===== config.mk =====
export PLATFORM = sky130hd
export DESIGN_NAME = adpp_core
export DESIGN_NICKNAME = d
export VERILOG_FILES = /design/src/core/adpp_pkg.sv /design/src/core/adpp_dly_mem.sv /design/src/core/adpp_core.sv
export VERILOG_INCLUDE_DIRS = /design/src /design/src/core
export SDC_FILE = /design/constraint.sdc
export NUM_CORES = 1
export LEC_CHECK = 0
export BUFFER_PORTS_ARGS = -buffer_cell sky130_fd_sc_hd__buf_2
export CAP_MARGIN = 20
export CORE_MARGIN = 5
export CORE_UTILIZATION = 40
export DETAILED_ROUTE_END_ITERATION = 16
export PLACE_DENSITY = 0.64
export SYNTH_ARGS = -nofsm -noshare
export SYNTH_HDL_FRONTEND = slang
export SYNTH_SLANG_ARGS = --single-unit

===== constraint.sdc =====
create_clock -name clk_sys -period 7.4 [get_ports clk_sys]
set_clock_uncertainty 0.1 [all_clocks]
set_input_delay 0.37 -clock clk_sys [delete_from_list [all_inputs] [get_ports clk_sys]]
set_output_delay 0.37 -clock clk_sys [all_outputs]
set_load 0.01 [all_outputs]

===== src/core/adpp_defs.svh =====
// Named constants of the converter digital back end.
// Assumes a 25 MHz clk_sys that also carries the sampling strobe.
`ifndef ADPP_DEFS_SVH
`define ADPP_DEFS_SVH

`define ADPP_W 12
`define ADPP_CLK_MHZ 25
`define ADPP_BYP_LAT 4'ha
`define ADPP_PROC_LAT 4'hc
`define ADPP_MEM_BACK 4'h8
`define ADPP_MEM_AW 4
`define ADPP_GAIN_MAX 4'hc
`define ADPP_GAIN_FRAC 10
`define ADPP_TC_BASE 20
`define ADPP_TC_LAST 4'hb
`define ADPP_ACC_FRAC 32
`define ADPP_ACC_W 46
`define ADPP_POS_FS 12'h7ff
`define ADPP_NEG_FS 12'h800
`define ADPP_T_PDN_NS 100000
`define ADPP_T_SLEEP_NS 5000
`define ADPP_T_OBUF_NS 100
`define ADPP_T_SLOW_NS 1000
`define ADPP_CYC_UP(ns) (((ns) * `ADPP_CLK_MHZ + 999) / 1000)
`define ADPP_CYC_DN(ns) (((ns) * `ADPP_CLK_MHZ) / 1000)
`define ADPP_FMT_OB_BIT 1
`define ADPP_FMT_CMOS_A 2'h1
`define ADPP_FMT_CMOS_B 2'h2

`endif


===== src/core/adpp_pkg.sv =====
// Types shared by the converter digital back end.
// Assumes adpp_defs.svh supplies the numeric constants.
package adpp_pkg;
  typedef enum logic [3:0] {
    PWR_OFF = 4'h1,
    PWR_SLEEP = 4'h2,
    PWR_WAKE = 4'h4,
    PWR_RUN = 4'h8
  } adpp_pwr_e;
endpackage


===== src/core/adpp_dly_mem.sv =====
// Small circular memory that forms the fixed converter pipeline delay.
// Assumes one write and one registered read per enabled cycle.
`timescale 1ns/1ns
`default_nettype none
module adpp_dly_mem #(
  parameter int W = 12,
  parameter int AW = 4
) (
  // Clock and reset
  input wire logic clk_sys,
  input wire logic rst_n,
  // Access
  input wire logic en,
  input wire logic [AW-1:0] wr_addr,
  input wire logic [W-1:0] wr_data,
  input wire logic [AW-1:0] rd_addr,
  output logic [W-1:0] rd_data
);
  logic [W-1:0] mem [0:(1<<AW)-1];

  // The array has no reset; early reads are masked by the fill counter upstream.
  always_ff @(posedge clk_sys)
  begin
    if (en)
    begin
      mem[wr_addr] <= wr_data;
    end
  end

  always_ff @(posedge clk_sys or negedge rst_n)
  begin
    if (!rst_n)
    begin
      rd_data <= '0;
    end
    else if (en)
    begin
      rd_data <= mem[rd_addr];
    end
  end
endmodule
`default_nettype wire


===== src/core/adpp_core.sv =====
// Digital back end of a 12-bit converter: bypass and processing paths, power modes.
// Assumes samples arrive on clk_sys with a strobe; config bits come from a serial block.
// Notes on behaviour
// - Bypass mode sends raw samples out after ten sample strobes.
// - Processing mode adds pipeline stages, so latency exceeds the bypass path.
// - Reset selects bypass; controller sets bypass_path_off before digital functions.
// - Gain field selects 0 to 6 dB in half decibel steps.
// - Leaving bypass gives 0 dB gain until the gain field is written.
// - Gain shrinks full scale proportionally, 2 Vpp down to 1 Vpp.
// - With dc_fix_on, offset is estimated and subtracted from every sample.
// - Loop time constant codes 0 to 11 give 1M to 2G cycles; rest reserved.
// - dc_fix_hold stops estimation and keeps applying the last estimate.
// - Offset fix is off after reset; enabled only after leaving bypass.
// - Full power-down tri-states outputs; valid data returns after 100 us.
// - Core sleep powers down only the converter core; wake takes 5 us.
// - outputs_hiz or the enable pin tri-state outputs; recovery takes 100 ns.
// - Sampling slower than 1 MSPS puts the device in low power.
// - Output coding is two's complement or offset binary, by bit or pin.
// - Overdrive saturates the code at positive or negative full scale.
// - Each configuration transfer carries an 8-bit address and 8-bit data.
// - Enable pin low disables the data buffers, high enables them.
// - The four-level format pin selects coding and output interface type.
`timescale 1ns/1ns
`default_nettype none
`include "adpp_defs.svh"
module adpp_core (
  // Clock and reset
  input wire logic clk_sys,
  input wire logic rst_n,
  // Converter samples
  input wire logic sample_valid,
  input wire logic [`ADPP_W-1:0] sample_raw,
  output logic sample_ready,
  // Configuration bits
  input wire logic bypass_path_off,
  input wire logic gain_wr,
  input wire logic [7:0] gain_wr_data,
  input wire logic dc_fix_on,
  input wire logic [3:0] dc_loop_tc,
  input wire logic dc_fix_hold,
  input wire logic data_format_ob,
  input wire logic full_powerdown,
  input wire logic core_sleep,
  input wire logic outputs_hiz,
  // Mode pins
  input wire logic pin_config,
  input wire logic oe_pin,
  input wire logic [1:0] format_select_pin,
  // Output data
  output logic [`ADPP_W-1:0] data_out,
  output logic data_valid,
  input wire logic data_ready,
  output logic data_oe_n,
  output logic cmos_mode,
  // Power status
  output logic core_powered,
  output logic refs_powered,
  output logic low_power_state
);
  localparam logic [11:0] T_PDN = 12'(`ADPP_CYC_UP(`ADPP_T_PDN_NS));
  localparam logic [11:0] T_SLEEP = 12'(`ADPP_CYC_UP(`ADPP_T_SLEEP_NS));
  localparam logic [1:0] T_OBUF = 2'(`ADPP_CYC_UP(`ADPP_T_OBUF_NS));
  localparam logic [4:0] T_SLOW = 5'(`ADPP_CYC_DN(`ADPP_T_SLOW_NS));

  // Gain as Q1.10 of 10^(code/40).
  function automatic logic [11:0] gain_coef(input logic [3:0] code);
    case (code)
      4'h0: gain_coef = 12'h400;
      4'h1: gain_coef = 12'h43d;
      4'h2: gain_coef = 12'h47d;
      4'h3: gain_coef = 12'h4c1;
      4'h4: gain_coef = 12'h509;
      4'h5: gain_coef = 12'h556;
      4'h6: gain_coef = 12'h5a6;
      4'h7: gain_coef = 12'h5fc;
      4'h8: gain_coef = 12'h657;
      4'h9: gain_coef = 12'h6b7;
      4'ha: gain_coef = 12'h71d;
      4'hb: gain_coef = 12'h789;
      default: gain_coef = 12'h7fb;
    endcase
  endfunction

  function automatic logic [11:0] sat12(input logic signed [24:0] v);
    if (v > 25'sd2047)
    begin
      sat12 = `ADPP_POS_FS;
    end
    else if (v < -25'sd2048)
    begin
      sat12 = `ADPP_NEG_FS;
    end
    else
    begin
      sat12 = v[11:0];
    end
  endfunction

  // Pin synchronisers.
  logic oe_s1, oe_s2, pcfg_s1, pcfg_s2;
  logic [1:0] fmt_s1, fmt_s2;
  always_ff @(posedge clk_sys or negedge rst_n)
  begin
    if (!rst_n)
    begin
      oe_s1 <= 1'b0;
      oe_s2 <= 1'b0;
      pcfg_s1 <= 1'b0;
      pcfg_s2 <= 1'b0;
      fmt_s1 <= 2'h0;
      fmt_s2 <= 2'h0;
    end
    else
    begin
      oe_s1 <= oe_pin;
      oe_s2 <= oe_s1;
      pcfg_s1 <= pin_config;
      pcfg_s2 <= pcfg_s1;
      fmt_s1 <= format_select_pin;
      fmt_s2 <= fmt_s1;
    end
  end

  // Power state and wake timing.
  adpp_pkg::adpp_pwr_e pwr, next_pwr;
  logic [11:0] wake_cnt, next_wake_cnt;
  logic [1:0] obuf_cnt, next_obuf_cnt;
  logic [4:0] gap_cnt, next_gap_cnt;
  logic low_pwr, next_low_pwr;
  logic obuf_off;

  assign obuf_off = outputs_hiz || !oe_s2;

  always_comb
  begin
    next_pwr = pwr;
    next_wake_cnt = wake_cnt;
    case (pwr)
      adpp_pkg::PWR_OFF:
      begin
        if (!full_powerdown)
        begin
          next_pwr = adpp_pkg::PWR_WAKE;
          next_wake_cnt = T_PDN;
        end
      end
      adpp_pkg::PWR_SLEEP:
      begin
        if (full_powerdown)
        begin
          next_pwr = adpp_pkg::PWR_OFF;
        end
        else if (!core_sleep)
        begin
          next_pwr = adpp_pkg::PWR_WAKE;
          next_wake_cnt = T_SLEEP;
        end
      end
      adpp_pkg::PWR_WAKE:
      begin
        if (full_powerdown)
        begin
          next_pwr = adpp_pkg::PWR_OFF;
        end
        else if (core_sleep)
        begin
          next_pwr = adpp_pkg::PWR_SLEEP;
        end
        else if (wake_cnt <= 12'h001)
        begin
          next_pwr = adpp_pkg::PWR_RUN;
          next_wake_cnt = 12'h000;
        end
        else
        begin
          next_wake_cnt = wake_cnt - 12'h001;
        end
      end
      default:
      begin
        if (full_powerdown)
        begin
          next_pwr = adpp_pkg::PWR_OFF;
        end
        else if (core_sleep)
        begin
          next_pwr = adpp_pkg::PWR_SLEEP;
        end
      end
    endcase
    next_obuf_cnt = obuf_off ? T_OBUF : (obuf_cnt != 2'h0 ? obuf_cnt - 2'h1 : 2'h0);
    // Counts cycles since the last strobe; saturating keeps the flag steady.
    next_gap_cnt = sample_valid ? 5'h00 : (gap_cnt == T_SLOW ? gap_cnt : gap_cnt + 5'h01);
    next_low_pwr = (next_gap_cnt == T_SLOW);
  end

  always_ff @(posedge clk_sys or negedge rst_n)
  begin
    if (!rst_n)
    begin
      pwr <= adpp_pkg::PWR_RUN;
      wake_cnt <= 12'h000;
      obuf_cnt <= 2'h0;
      gap_cnt <= 5'h00;
      low_pwr <= 1'b0;
    end
    else
    begin
      pwr <= next_pwr;
      wake_cnt <= next_wake_cnt;
      obuf_cnt <= next_obuf_cnt;
      gap_cnt <= next_gap_cnt;
      low_pwr <= next_low_pwr;
    end
  end

  // Sample pipeline: fixed delay memory, then gain and offset stages.
  logic adv, run;
  logic [`ADPP_MEM_AW-1:0] wp, next_wp;
  logic [`ADPP_W-1:0] raw_d;
  logic [3:0] fill, next_fill;
  logic [3:0] gain_code, next_gain_code;
  logic [11:0] g_word, next_g_word;
  logic [11:0] c_word, next_c_word;
  logic [11:0] b_word, next_b_word;
  logic signed [`ADPP_ACC_W-1:0] acc, next_acc;
  logic signed [11:0] dc_est;
  logic offset_bin;
  logic buf_ready;

  assign run = (pwr == adpp_pkg::PWR_RUN);
  // The converter cannot pause, so a full buffer drops the strobe; sample_ready shows it.
  assign adv = sample_valid && buf_ready && run;
  assign dc_est = 12'(acc >>> `ADPP_ACC_FRAC);

  adpp_dly_mem #(.W(`ADPP_W), .AW(`ADPP_MEM_AW)) u_dly (
    .clk_sys(clk_sys),
    .rst_n(rst_n),
    .en(adv),
    .wr_addr(wp),
    .wr_data(sample_raw),
    .rd_addr(wp - `ADPP_MEM_BACK),
    .rd_data(raw_d)
  );

  always_comb
  begin
    logic [11:0] coef;
    logic signed [23:0] prod;
    logic signed [`ADPP_ACC_W-1:0] err;
    coef = gain_coef(gain_code);
    // Gain works one stage after the bypass tap, so processing adds two stages in all.
    prod = $signed(b_word) * $signed({1'b0, coef[10:0]});
    err = ($signed(`ADPP_ACC_W'($signed(g_word))) <<< `ADPP_ACC_FRAC) - acc;
    next_wp = adv ? wp + 4'(1) : wp;
    next_fill = (adv && fill != `ADPP_PROC_LAT) ? fill + 4'h1 : fill;
    // Gain updates only on a write; leaving bypass keeps the 0 dB reset value.
    next_gain_code = gain_code;
    if (gain_wr && gain_wr_data[3:0] <= `ADPP_GAIN_MAX)
    begin
      next_gain_code = gain_wr_data[3:0];
    end
    next_b_word = adv ? raw_d : b_word;
    next_g_word = adv ? sat12(25'(prod >>> `ADPP_GAIN_FRAC)) : g_word;
    next_c_word = c_word;
    if (adv)
    begin
      next_c_word = sat12(25'($signed(g_word)) - 25'(dc_est));
    end
    next_acc = acc;
    if (!dc_fix_on || !bypass_path_off)
    begin
      next_acc = '0;
    end
    // Words ahead of a full pipeline are stale, so they must not feed the estimate.
    else if (adv && fill == `ADPP_PROC_LAT && !dc_fix_hold && dc_loop_tc <= `ADPP_TC_LAST)
    begin
      next_acc = acc + (err >>> (`ADPP_TC_BASE + 32'(dc_loop_tc)));
    end
  end

  always_ff @(posedge clk_sys or negedge rst_n)
  begin
    if (!rst_n)
    begin
      wp <= '0;
      fill <= 4'h0;
      gain_code <= 4'h0;
      b_word <= '0;
      g_word <= '0;
      c_word <= '0;
      acc <= '0;
    end
    else
    begin
      wp <= next_wp;
      fill <= next_fill;
      gain_code <= next_gain_code;
      b_word <= next_b_word;
      g_word <= next_g_word;
      c_word <= next_c_word;
      acc <= next_acc;
    end
  end

  // Output selection, coding and two-entry buffer.
  logic push, pop;
  logic [11:0] push_word, sel_word;
  logic [11:0] e0, e1, next_e0, next_e1;
  logic [1:0] cnt, next_cnt;
  logic oe_n_d, cmos_d;

  assign offset_bin = pcfg_s2 ? fmt_s2[`ADPP_FMT_OB_BIT] : data_format_ob;
  assign sel_word = bypass_path_off ? c_word : b_word;
  assign push_word = offset_bin ? {~sel_word[11], sel_word[10:0]} : sel_word;
  assign push = adv && (bypass_path_off ? fill == `ADPP_PROC_LAT : fill >= `ADPP_BYP_LAT);
  assign pop = data_valid && data_ready;
  assign buf_ready = sample_ready;

  always_comb
  begin
    next_e0 = e0;
    next_e1 = e1;
    next_cnt = cnt;
    if (pop)
    begin
      next_e0 = e1;
      next_cnt = next_cnt - 2'h1;
    end
    if (push)
    begin
      if (next_cnt == 2'h0)
      begin
        next_e0 = push_word;
      end
      else
      begin
        next_e1 = push_word;
      end
      next_cnt = next_cnt + 2'h1;
    end
    // The next power state releases the buffers on the same edge that power goes down.
    oe_n_d = next_pwr != adpp_pkg::PWR_RUN || obuf_off || obuf_cnt != 2'h0;
    cmos_d = pcfg_s2 && (fmt_s2 == `ADPP_FMT_CMOS_A || fmt_s2 == `ADPP_FMT_CMOS_B);
  end

  always_ff @(posedge clk_sys or negedge rst_n)
  begin
    if (!rst_n)
    begin
      e0 <= '0;
      e1 <= '0;
      cnt <= 2'h0;
      data_out <= '0;
      data_valid <= 1'b0;
      sample_ready <= 1'b0;
      data_oe_n <= 1'b1;
      cmos_mode <= 1'b0;
      core_powered <= 1'b0;
      refs_powered <= 1'b0;
      low_power_state <= 1'b0;
    end
    else
    begin
      e0 <= next_e0;
      e1 <= next_e1;
      cnt <= next_cnt;
      data_out <= next_e0;
      data_valid <= next_cnt != 2'h0;
      sample_ready <= next_cnt != 2'h2;
      data_oe_n <= oe_n_d;
      cmos_mode <= cmos_d;
      core_powered <= next_pwr == adpp_pkg::PWR_RUN || next_pwr == adpp_pkg::PWR_WAKE;
      refs_powered <= next_pwr != adpp_pkg::PWR_OFF;
      low_power_state <= low_pwr;
    end
  end
endmodule
`default_nettype wire


==> metrics, run 1 <==
status=finished clean; power dissipated by switching net loads=1.471 mW; data required time at the worst endpoint=7.71 ns; buffer cell driving the clock tree root=clkbuf_16; fraction of layout instances using a drive strength above 1=13.69%; most common cell after layout, fill and taps aside=nand2_1; global-route usage over all layers=18.65%; number of different library cells in the post-synthesis netlist=91; DR vias=19070; crit end category=flop; minimum clock period=6.948 ns; slack of the worst reg-to-reg path=0.45 ns; worst setup timing slack at the placement stage=0.2969 ns; Hold EP=u_dly.mem[0][8]$_DFFE_PP_; number of buffers created by CTS=41; highest routed layer=met5; # setup viols final=0; number of instances in the synthesized netlist=2520; Worst setup SP type=flop; kind of critical path=reg2reg; Vias per Instance=5.486; dpl cells=3383; met3 wire length=3.048 mm; Clock Power Share=39.6%; floorplan die area=68740 sq um; Area Overhead vs Synth=12.68%; number of nets in the final layout=2888; Post-Synthesis Net Count=2809; maximum VDD drop=0.1880 mV; Max Cap Violations=0; clock tree from TritonCTS=built; first-pass GRT wire length=103.7 mm; number of global-route vias before repair=19380; placement row count=92; post-route DRC violation count=0; fraction of power spent switching nets=28.26%; instance count along the most critical hold path=1; post-synthesis async set-or-reset flop share=47.11%; most frequent cells in the layout=nand2_1, inv_1, edfxtp_1; path type of the worst min-delay path=in2reg; Routed met2 length=30.48 mm; biggest fanout along the worst timing path=7; worst-case hold slack=0.05502 ns; Worst-Margin Slew=1.076 ns; maximum number of pins on one net before global-route repair=104; number of optimization iterations in the first detailed-route pass=5; Final Max Slew Viols=0; DRC violation total after the first TritonRoute iteration=1356; met1 wire length=28.13 mm; endpoint of the worst register-to-register path=acc[33]$_DFFE_PN0P_; number of post-CTS setup repair buffers=0; antenna violation net count after detailed routing=0; number of buffers added on ports=54; power density over the cells=181.7 nW/um^2; routability cong.=0.9107; Yosys warning total=0; RR Startpoint=acc[7]$_DFFE_PN0P_; buffer depth of the longest clock path=3; clock network latency to the later pin of the worst-skew pair=0.58 ns; leading register cell type out of synthesis=edfxtp_1; Cell Count, Final, Fillers Out=3476; Final WS setup=0.4521 ns; clock transition at the register clock pins on the worst setup and hold paths after CTS=0.06 ns; Initial Utilization=40.33%; aggregate negative setup slack=0 ns; Slew Limit Headroom=28.26%; count of flip-flops with a built-in enable after synthesis=192; unrepaired setup endpoints after global routing=no; top-level I/O count=59; synthesized area divided by synthesized cell count=10.09 sq um; initial antenna violation count=3; combinational power share=18.0%; fraction of the yosys area taken by sequential cells=39.50%; number of synthesized register bits=363; wire length reported by the detailed router=63.52 mm; placeable core area=63080 sq um; number of sinks on the clock net=363; achievable frequency=143.9 MHz; number of hold violations in the final report=0; Hold Path Origin=sample_raw[8]; Chip Height=262.2 um; Die Span X=262.2 um; detailed-placement wirelength estimate=45.58 mm; post-detailed-route wirelength per cell=18.27 um; arrival time at the worst endpoint=7.26 ns; sequential group share of total power=42.4%; internal power summed over all cells=3.736 mW; share of the cycle needed by the critical path after routing=93.89%; Post-Synthesis Cell Area=25440 sq um; grt total ovfl=0; depth of the worst register-to-register path=24; # H-tree levels=2; leakage dissipation=12.73 nW
cell families (layout without fill, tap and decap cells):
family	count (synthesis)	count (layout)	synth area share (%)
simple gates	776	776	14.11
other cells	0	1	0
flops	363	363	39.50
buf+inv	386	495	5.765
xor+xnor	88	88	3.133
compound gates	521	521	12.79
fa+ha+maj	260	260	16.40
mux	126	126	8.312
synthesized netlist by cell type, drive strengths merged, types with 8 or more instances:
cell	instances	area share, %
a211o	11	0.38
a211oi	17	0.50
a21o	52	1.5
a21oi	172	3.4
a31oi	26	0.66
and2	44	1.1
and3	10	0.25
buf	11	0.23
clkbuf	126	1.9
dfrtp	169	17
edfxtp	192	23
fa	126	9.9
ha	123	6.0
inv	248	3.7
maj3	11	0.43
mux2	22	0.97
mux2i	38	1.5
mux4	66	5.8
nand2	348	5.1
nand2b	21	0.52
nand3	48	0.94
nand4	26	0.66
nor2	151	2.2
nor2b	14	0.34
nor3	38	0.77
nor3b	8	0.24
nor4	16	0.42
o211ai	14	0.41
o21a	18	0.53
o21ai	127	2.5
o22ai	10	0.27
o31ai	8	0.29
or2	10	0.25
or3	14	0.36
or4	9	0.28
xnor2	50	1.8
xor2	38	1.3
layer usage:
layer / vias to the layer above / track usage, %
met5: - / 0
met3: 114 / 2.613
met4: 4 / 5.315
met1: 9470 / 25.39
li1: 8993 / -
met2: 488 / 31.43
power groups by stage:
stage	logic, mW	clock network (mW)	registers (mW)
floorplan	0.628	0	2.23
global placement	0.892	0	2.25
detailed placement	0.911	0	2.25
CTS	0.925	2.10	2.21
global route	1.04	2.19	2.21
finish	0.938	2.06	2.21
state kept, by name, summed over array words and instances (netlist names), 2 cells and up:
name	cells
c_word	12
gain_code	4
g_word	12
fmt_s1	2
acc	46
fill	4
fmt_s2	2
wake_cnt	12
cnt	2
wp	4
u_dly.rd_data	12
e0	12
obuf_cnt	2
e1	12
pwr	4
b_word	12
gap_cnt	5
u_dly.mem	192
timing repair:
item	in CTS	in global routing
endpoints found under the setup margin	0	15
hold endpoints to repair	119	0
resized for setup	0	7
hold buffers	17	0
final cells by class:
cell class                      instances  area, sq um
Sequential cell                       363        10050
Multi-Input combinational cell       1771        14010
Tap cell                              846         1059
Clock buffer                           52         1087
Inverter                              249        934.6
Clock inverter                         21        282.8
Antenna cell                            1        2.502
Fill cell                            5874        34420
Timing Repair Buffer                  173         1235
per-stage QoR:
stage	cell area, sq um	total power [mW]	util [%]
2_1_floorplan	25440	2.858	-
3_3_place_gp	27080	3.139	42.93
3_5_place_dp	27080	3.160	42.93
4_1_cts	28620	5.238	45.37
5_1_grt	28660	5.440	45.43
6_report	28660	5.207	45.44
critical path: stages (launching register included):
cell and delay (ns):
dfrtp_1 0.40, nor4_1 0.38, buf_4 0.19, nand4_2 0.20, nor3_2 0.29, a31oi_2 0.23, o311ai_1 0.34, a21oi_1 0.15
buf_4 0.17, xnor2_2 0.43, o21ai_0 0.28, o2111a_1 0.29, or3_1 0.38, ha_1 0.34, and2_1 0.17, a221oi_1 0.40
a21oi_1 0.16, o21ai_0 0.32, a211o_1 0.26, a21oi_1 0.17, a221oi_1 0.40, nor3b_1 0.10, o31ai_1 0.31, mux2i_1 0.22
a21oi_1 0.08
worst max path at each step:
stage                             start                     to  depth (start not counted)
2_1_floorplan  gain_code[1]$_DFFE_PN0P_  g_word[1]$_DFFE_PN0P_                         25
3_3_place_gp   gain_code[1]$_DFFE_PN0P_  g_word[1]$_DFFE_PN0P_                         24
3_5_place_dp   gain_code[2]$_DFFE_PN0P_  g_word[1]$_DFFE_PN0P_                         23
4_1_cts        gain_code[2]$_DFFE_PN0P_  g_word[1]$_DFFE_PN0P_                         23
5_1_grt              acc[7]$_DFFE_PN0P_    acc[40]$_DFFE_PN0P_                         28
6_report             acc[7]$_DFFE_PN0P_    acc[33]$_DFFE_PN0P_                         24
Note: power is estimated with default switching activity, not from simulation.
==> inputs of run 2 (changes only) <==
Settings changed: CORE_UTILIZATION 40 to 25, PLACE_DENSITY 0.64 to 0.48.
==> run 2 against run 1 <==
  * Non-clock buffer count up 11
  * Critical path type unchanged
  * Cell area rose by 2.8%
  * Largest cell class unchanged
  * Flip-flop and latch count stayed put
  * Die area increased by 57%
  * Routed wire length grew 5.3%
  * Final cell count rose by 15%
  * Register-to-register slack improved by 0.08 ns
==> metrics, run 2 (synthesis results as in run 1) <==
leakage dissipation=12.80 nW (+0.54%); kind of critical path=reg2reg; Max Cap Violations=0 (unchanged); arrival time at the worst endpoint=7.27 ns (about the same); Top delay family on crit path=compound AO/OA/AOI/OAI gates; Chip Height=329.0 um (+25%); floorplan die area=108200 sq um (+57%); Largest stage delay, worst path=0.40 ns (-0.03 ns); wire length reported by the detailed router=66.86 mm (+5.3%); clock transition at the register clock pins on the worst setup and hold paths after CTS=0.06 ns (about the same); # setup viols final=0 (unchanged); Area Overhead vs Synth=15.85%; antenna violation net count after detailed routing=0 (unchanged); placeable core area=101400 sq um (+61%); Final Max Slew Viols=0 (unchanged); most frequent cells in the layout=nand2_1, inv_1, edfxtp_1; number of optimization iterations in the first detailed-route pass=5 (unchanged); share of the cycle needed by the critical path after routing=92.77% (-1.1 points); number of global-route vias before repair=18960 (-2.2%); Slew Limit Headroom=27.67% (-0.58 points); post-detailed-route wirelength per cell=16.66 um (-8.8%); buffer depth of the longest clock path=3 (unchanged); worst-case hold slack=0.05690 ns (+0.001875 ns); aggregate negative setup slack=0 ns (unchanged); worst setup timing slack at the placement stage=0.3101 ns (+0.01325 ns); first-pass GRT wire length=107.8 mm (+4.0%); number of buffers created by CTS=41 (unchanged); Largest register FFs=192 (unchanged); number of sinks on the clock net=363 (unchanged); number of hold violations in the final report=0 (unchanged); Top reg by flops=u_dly.mem; maximum number of pins on one net before global-route repair=69 (-34%); number of post-CTS setup repair buffers=0 (unchanged); crit end category=flop; clock tree from TritonCTS=built; post-route DRC violation count=0 (unchanged); fraction of layout instances using a drive strength above 1=14.07% (+0.38 points); detailed-placement wirelength estimate=47.89 mm (+5.1%); Clock Power Share=40.6% (+1.0 points); Worst-Margin Slew=1.082 ns (+0.006138 ns); most common cell after layout, fill and taps aside=nand2_1; power density over the cells=179.6 nW/um^2 (-1.1%); Bufs and invs on worst path=6 (+4); routability cong.=0.8482 (-6.9%); status=finished clean; top-level I/O count=59 (unchanged); DRC violation total after the first TritonRoute iteration=1342 (-1.0%); slowest library cell on the worst path=dfrtp_1; achievable frequency=145.7 MHz (+1.2%); sequential group share of total power=41.6% (-0.8 points); minimum clock period=6.865 ns (-0.08256 ns); dpl cells=3916 (+16%); # H-tree levels=2 (unchanged); combinational power share=17.8% (-0.2 points); number of buffers added on ports=54 (unchanged); fraction of power spent switching nets=28.77% (+0.51 points); maximum VDD drop=0.1772 mV (-5.7%); Vias per Instance=4.606 (-16%); Critical Path Most Common Cell=buf_4; buffer cell driving the clock tree root=clkbuf_16; utilization after layout=29.05% (-16 points); placement row count=117 (+27%); power dissipated by switching net loads=1.523 mW (+3.5%); Worst setup SP type=flop; initial antenna violation count=3 (unchanged); global-route usage over all layers=12.39% (-6.3 points); Cell Count, Final, Fillers Out=4013 (+15%); unrepaired setup endpoints after global routing=no; Final WS setup=0.5347 ns (+0.08256 ns); DR vias=18480 (-3.1%); Die Span X=329.0 um (+25%); grt total ovfl=0 (unchanged); path type of the worst min-delay path=in2reg; final std cell area, no fill=29470 sq um (+2.8%); biggest registers after layout=u_dly.mem x192, acc x46; internal power summed over all cells=3.771 mW (+0.94%); Initial Utilization=25.07% (-15 points); biggest fanout along the worst timing path=5 (-2); clock network latency to the later pin of the worst-skew pair=0.60 ns (+0.02 ns); Post-Place Cell Area=27820 sq um (+2.7%); data required time at the worst endpoint=7.81 ns (+0.10 ns); number of nets in the final layout=2899 (+0.38%); Power Total=5.294 mW (+1.7%)
## run 2: cell types whose count changed in the layout (fill, tap and decap cells not counted), sizes merged
cell	delta
diode	+1
clkbuf	-6
clkinvlp	+2
clkinv	+6
dlygate4sd3	+1
buf	+10
bufinv	+1
## run 2: what timing repair did
action	CTS	global route
resized for setup	0	6
endpoints found under the hold margin	86	0
endpoints found under the setup margin	0	16
hold buffers	18	0
## run 2: layout make-up
| type | instances | area, sq um |
|---|---|---|
| Antenna cell | 2 | 5.005 |
| Clock buffer | 46 | 1075 |
| Clock inverter | 30 | 354.1 |
| Fill cell | 10570 | 71980 |
| Inverter | 249 | 934.6 |
| Multi-Input combinational cell | 1771 | 14020 |
| Sequential cell | 363 | 10050 |
| Tap cell | 1368 | 1712 |
| Timing Repair Buffer | 184 | 1313 |
## run 2: power groups by stage
stage          clock network (mW)  registers [mW]  logic, mW
6_report                     2.15            2.20      0.942
5_1_grt                      2.31            2.21       1.05
4_1_cts                      2.23            2.21      0.943
3_5_place_dp                    0            2.25      0.929
2_1_floorplan                   0            2.23      0.628
3_3_place_gp                    0            2.25      0.933
## run 2: final timing paths
path                                        endpoint  cells after the start                start  slack [ns]
setup / recovery                 acc[42]$_DFFE_PN0P_                     30   acc[0]$_DFFE_PN0P_        0.53
hold / removal             u_dly.mem[0][4]$_DFFE_PP_                      1        sample_raw[4]        0.06
setup reg to reg                 acc[42]$_DFFE_PN0P_                     30   acc[0]$_DFFE_PN0P_        0.53
hold reg to reg                  fmt_s2[0]$_DFF_PN0_                      0  fmt_s1[0]$_DFF_PN0_        0.25
max in group asynchronous   gain_code[1]$_DFFE_PN0P_                      3                rst_n        5.57
min in group asynchronous         acc[1]$_DFFE_PN0P_                      2                rst_n        0.22
## run 2: routing by layer
| layer | vias up | global-route usage (%) | wire, um |
|---|---|---|---|
| met3 | 81 | 1.799 | 2547 |
| li1 | 9030 | - | - |
| met4 | 4 | 3.019 | 1467 |
| met1 | 9074 | 17.07 | 31770 |
| met2 | 295 | 20.64 | 31050 |
| met5 | - | 0 | 27 |
## run 2: worst reg2reg max path: cells and delay by family (launching register included)
kind	cells	cell delay, ns
flip-flops	1	0.40
XOR/XNOR	1	0.18
buffers and inverters	6	0.96
multiplexers	1	0.18
adder cells (fa/ha/maj)	2	0.60
AND/OR/NAND/NOR	6	1.27
AO/OA/AOI/OAI	14	3.09
==> inputs of run 3 (changes only) <==
Clock period 7.4 ns to 7.66 ns, I/O delays scaled along.
==> run 3 against run 2 <==
  * Final cell count decreased by 0.90%
  * Critical path type unchanged
  * Clock power decreased by 2%
  * Global-route usage barely moved
  * Clock-buffer cell count grew 15
  * Hold slack improved by 0.0050 ns
  * Utilization down 0.21 points
  * First-iteration DRC count fell by 11%
==> metrics, run 3 (synthesis results as in run 1) <==
Chip Height=329.0 um (unchanged); maximum number of pins on one net before global-route repair=66 (-4.3%); Worst-Margin Slew=1.055 ns (-0.02715 ns); Largest register FFs=192 (unchanged); Initial Utilization=25.07% (unchanged); post-detailed-route wirelength per cell=16.84 um (+1.1%); post-route DRC violation count=0 (unchanged); placeable core area=101400 sq um (unchanged); first-pass GRT wire length=107.9 mm (about the same); clock network latency to the later pin of the worst-skew pair=0.60 ns (about the same); most common cell after layout, fill and taps aside=nand2_1; DRC violation total after the first TritonRoute iteration=1192 (-11%); achievable frequency=140.7 MHz (-3.4%); number of nets in the final layout=2864 (-1.2%); dpl cells=3882 (-0.87%); wire length reported by the detailed router=66.96 mm (+0.15%); Vias per Instance=4.629 (+0.50%); status=finished clean; placement row count=117 (unchanged); Slew Limit Headroom=29.49% (+1.8 points); number of buffers created by CTS=41 (unchanged); clock transition at the register clock pins on the worst setup and hold paths after CTS=0.06 ns (about the same); buffer depth of the longest clock path=3 (unchanged); aggregate negative setup slack=0 ns (unchanged); top-level I/O count=59 (unchanged); number of global-route vias before repair=18880 (-0.40%); # setup viols final=0 (unchanged); initial antenna violation count=6 (+3); Worst setup SP type=flop; DR vias=18410 (-0.40%); Die Span X=329.0 um (unchanged); unrepaired setup endpoints after global routing=no; biggest fanout along the worst timing path=10 (+5); floorplan die area=108200 sq um (unchanged); power density over the cells=175.4 nW/um^2 (-2.3%); grt total ovfl=0 (unchanged); number of buffers added on ports=54 (unchanged); # H-tree levels=2 (unchanged); biggest registers after layout=u_dly.mem x192, acc x46; share of the cycle needed by the critical path after routing=92.80% (about the same); Area Overhead vs Synth=15.03%; number of post-CTS setup repair buffers=0 (unchanged); Final Max Slew Viols=0 (unchanged); routability cong.=0.8421 (-0.72%); number of fill cells in the layout=10660 (+0.89%); number of hold violations in the final report=0 (unchanged); arrival time at the worst endpoint=7.47 ns (+0.20 ns); path type of the worst min-delay path=in2reg; global-route usage over all layers=12.41% (+0.020 points); buffer cell driving the clock tree root=clkbuf_16; kind of critical path=reg2reg; most frequent cells in the layout=nand2_1, inv_1, edfxtp_1; minimum clock period=7.108 ns (+0.2431 ns); crit end category=flop; antenna violation net count after detailed routing=0 (unchanged); Max Cap Violations=0 (unchanged); number of optimization iterations in the first detailed-route pass=5 (unchanged); Top reg by flops=u_dly.mem; Cell Count, Final, Fillers Out=3977 (-0.90%); detailed-placement wirelength estimate=47.82 mm (-0.14%); maximum VDD drop=0.1982 mV (+12%); clock tree from TritonCTS=built; leakage dissipation=12.64 nW (-1.2%); number of sinks on the clock net=363 (unchanged); data required time at the worst endpoint=8.02 ns (+0.21 ns); fraction of layout instances using a drive strength above 1=12.65% (-1.4 points)
-- run 3: per-stage QoR --
step	total power, mW	setup WS, ns	cell area, sq um	hold WS (ns)	utilization [%]
floorplan	2.761	0.8829	25440	-0.01259	-
global placement	3.060	0.3949	27590	0.2326	27.19
detailed placement	3.058	0.2180	27590	0.2355	27.19
CTS	5.208	0.1827	29210	0.03221	28.79
global route	5.396	0.02745	29260	0.05015	28.84
finish	5.133	0.5516	29260	0.06189	28.84
-- run 3: power breakdown --
part,internal [mW],switching (mW)
combinational,0.342,0.561
clock,1.24,0.858
sequential,2.09,0.0333
-- run 3: repair_timing --
action                                  4_1_cts  5_1_grt
endpoints found under the setup margin        0       18
gates resized for setup                       0        7
endpoints found under the hold margin        72        0
hold buffers                                 17        0
-- run 3: worst paths after layout --
kind | from | to | slack [ns] | cells after the start
max | acc[0]$_DFFE_PN0P_ | acc[40]$_DFFE_PN0P_ | 0.55 | 27
min reg2reg | fmt_s1[0]$_DFF_PN0_ | fmt_s2[0]$_DFF_PN0_ | 0.25 | 0
min | sample_raw[6] | u_dly.mem[14][6]$_DFFE_PP_ | 0.06 | 1
max reg2reg | acc[0]$_DFFE_PN0P_ | acc[40]$_DFFE_PN0P_ | 0.55 | 27
min in group asynchronous | rst_n | acc[6]$_DFFE_PN0P_ | 0.22 | 2
max in group asynchronous | rst_n | wake_cnt[10]$_DFFE_PN0P_ | 5.85 | 3
-- run 3: cell type report --
class	instances	area, sq um	share of cell area [%]
diodes	1	2.502	0.008552
clock buffers	61	1171	4.002
clock inverters	15	280.3	0.9578
inverters	249	934.6	3.194
multi-input cells	1771	14030	47.94
flip-flops and latches	363	10050	34.35
well taps	1368	1712	5.850
repair buffers	149	1080	3.690
-- run 3: critical path: stages, from the launching register on --
cell and delay, ns:
dfrtp_1 0.40, nor4_1 0.37, buf_4 0.19, and4_1 0.25, nand3_1 0.28, o31ai_4 0.36, buf_12 0.17, a31oi_1 0.10
xnor2_1 0.32, mux2_2 0.23, o221ai_1 0.16, mux2i_1 0.26, mux2i_1 0.14, a21oi_1 0.31, ha_1 0.23, inv_1 0.05
fa_1 0.37, nor2b_1 0.16, o21a_1 0.14, o21ai_0 0.16, a21oi_2 0.33, nor4_2 0.14, o311ai_0 0.43, o211ai_1 0.24
o221ai_1 0.41, a21oi_1 0.14, or4_1 0.40, o311ai_0 0.11
-- run 3: per-layer routing --
layer  global-route usage [%]  wire [um]
met5                        0         34
met4                    2.982       1412
met3                    1.625       2493
met2                    20.59      31490
met1                    17.29      31520
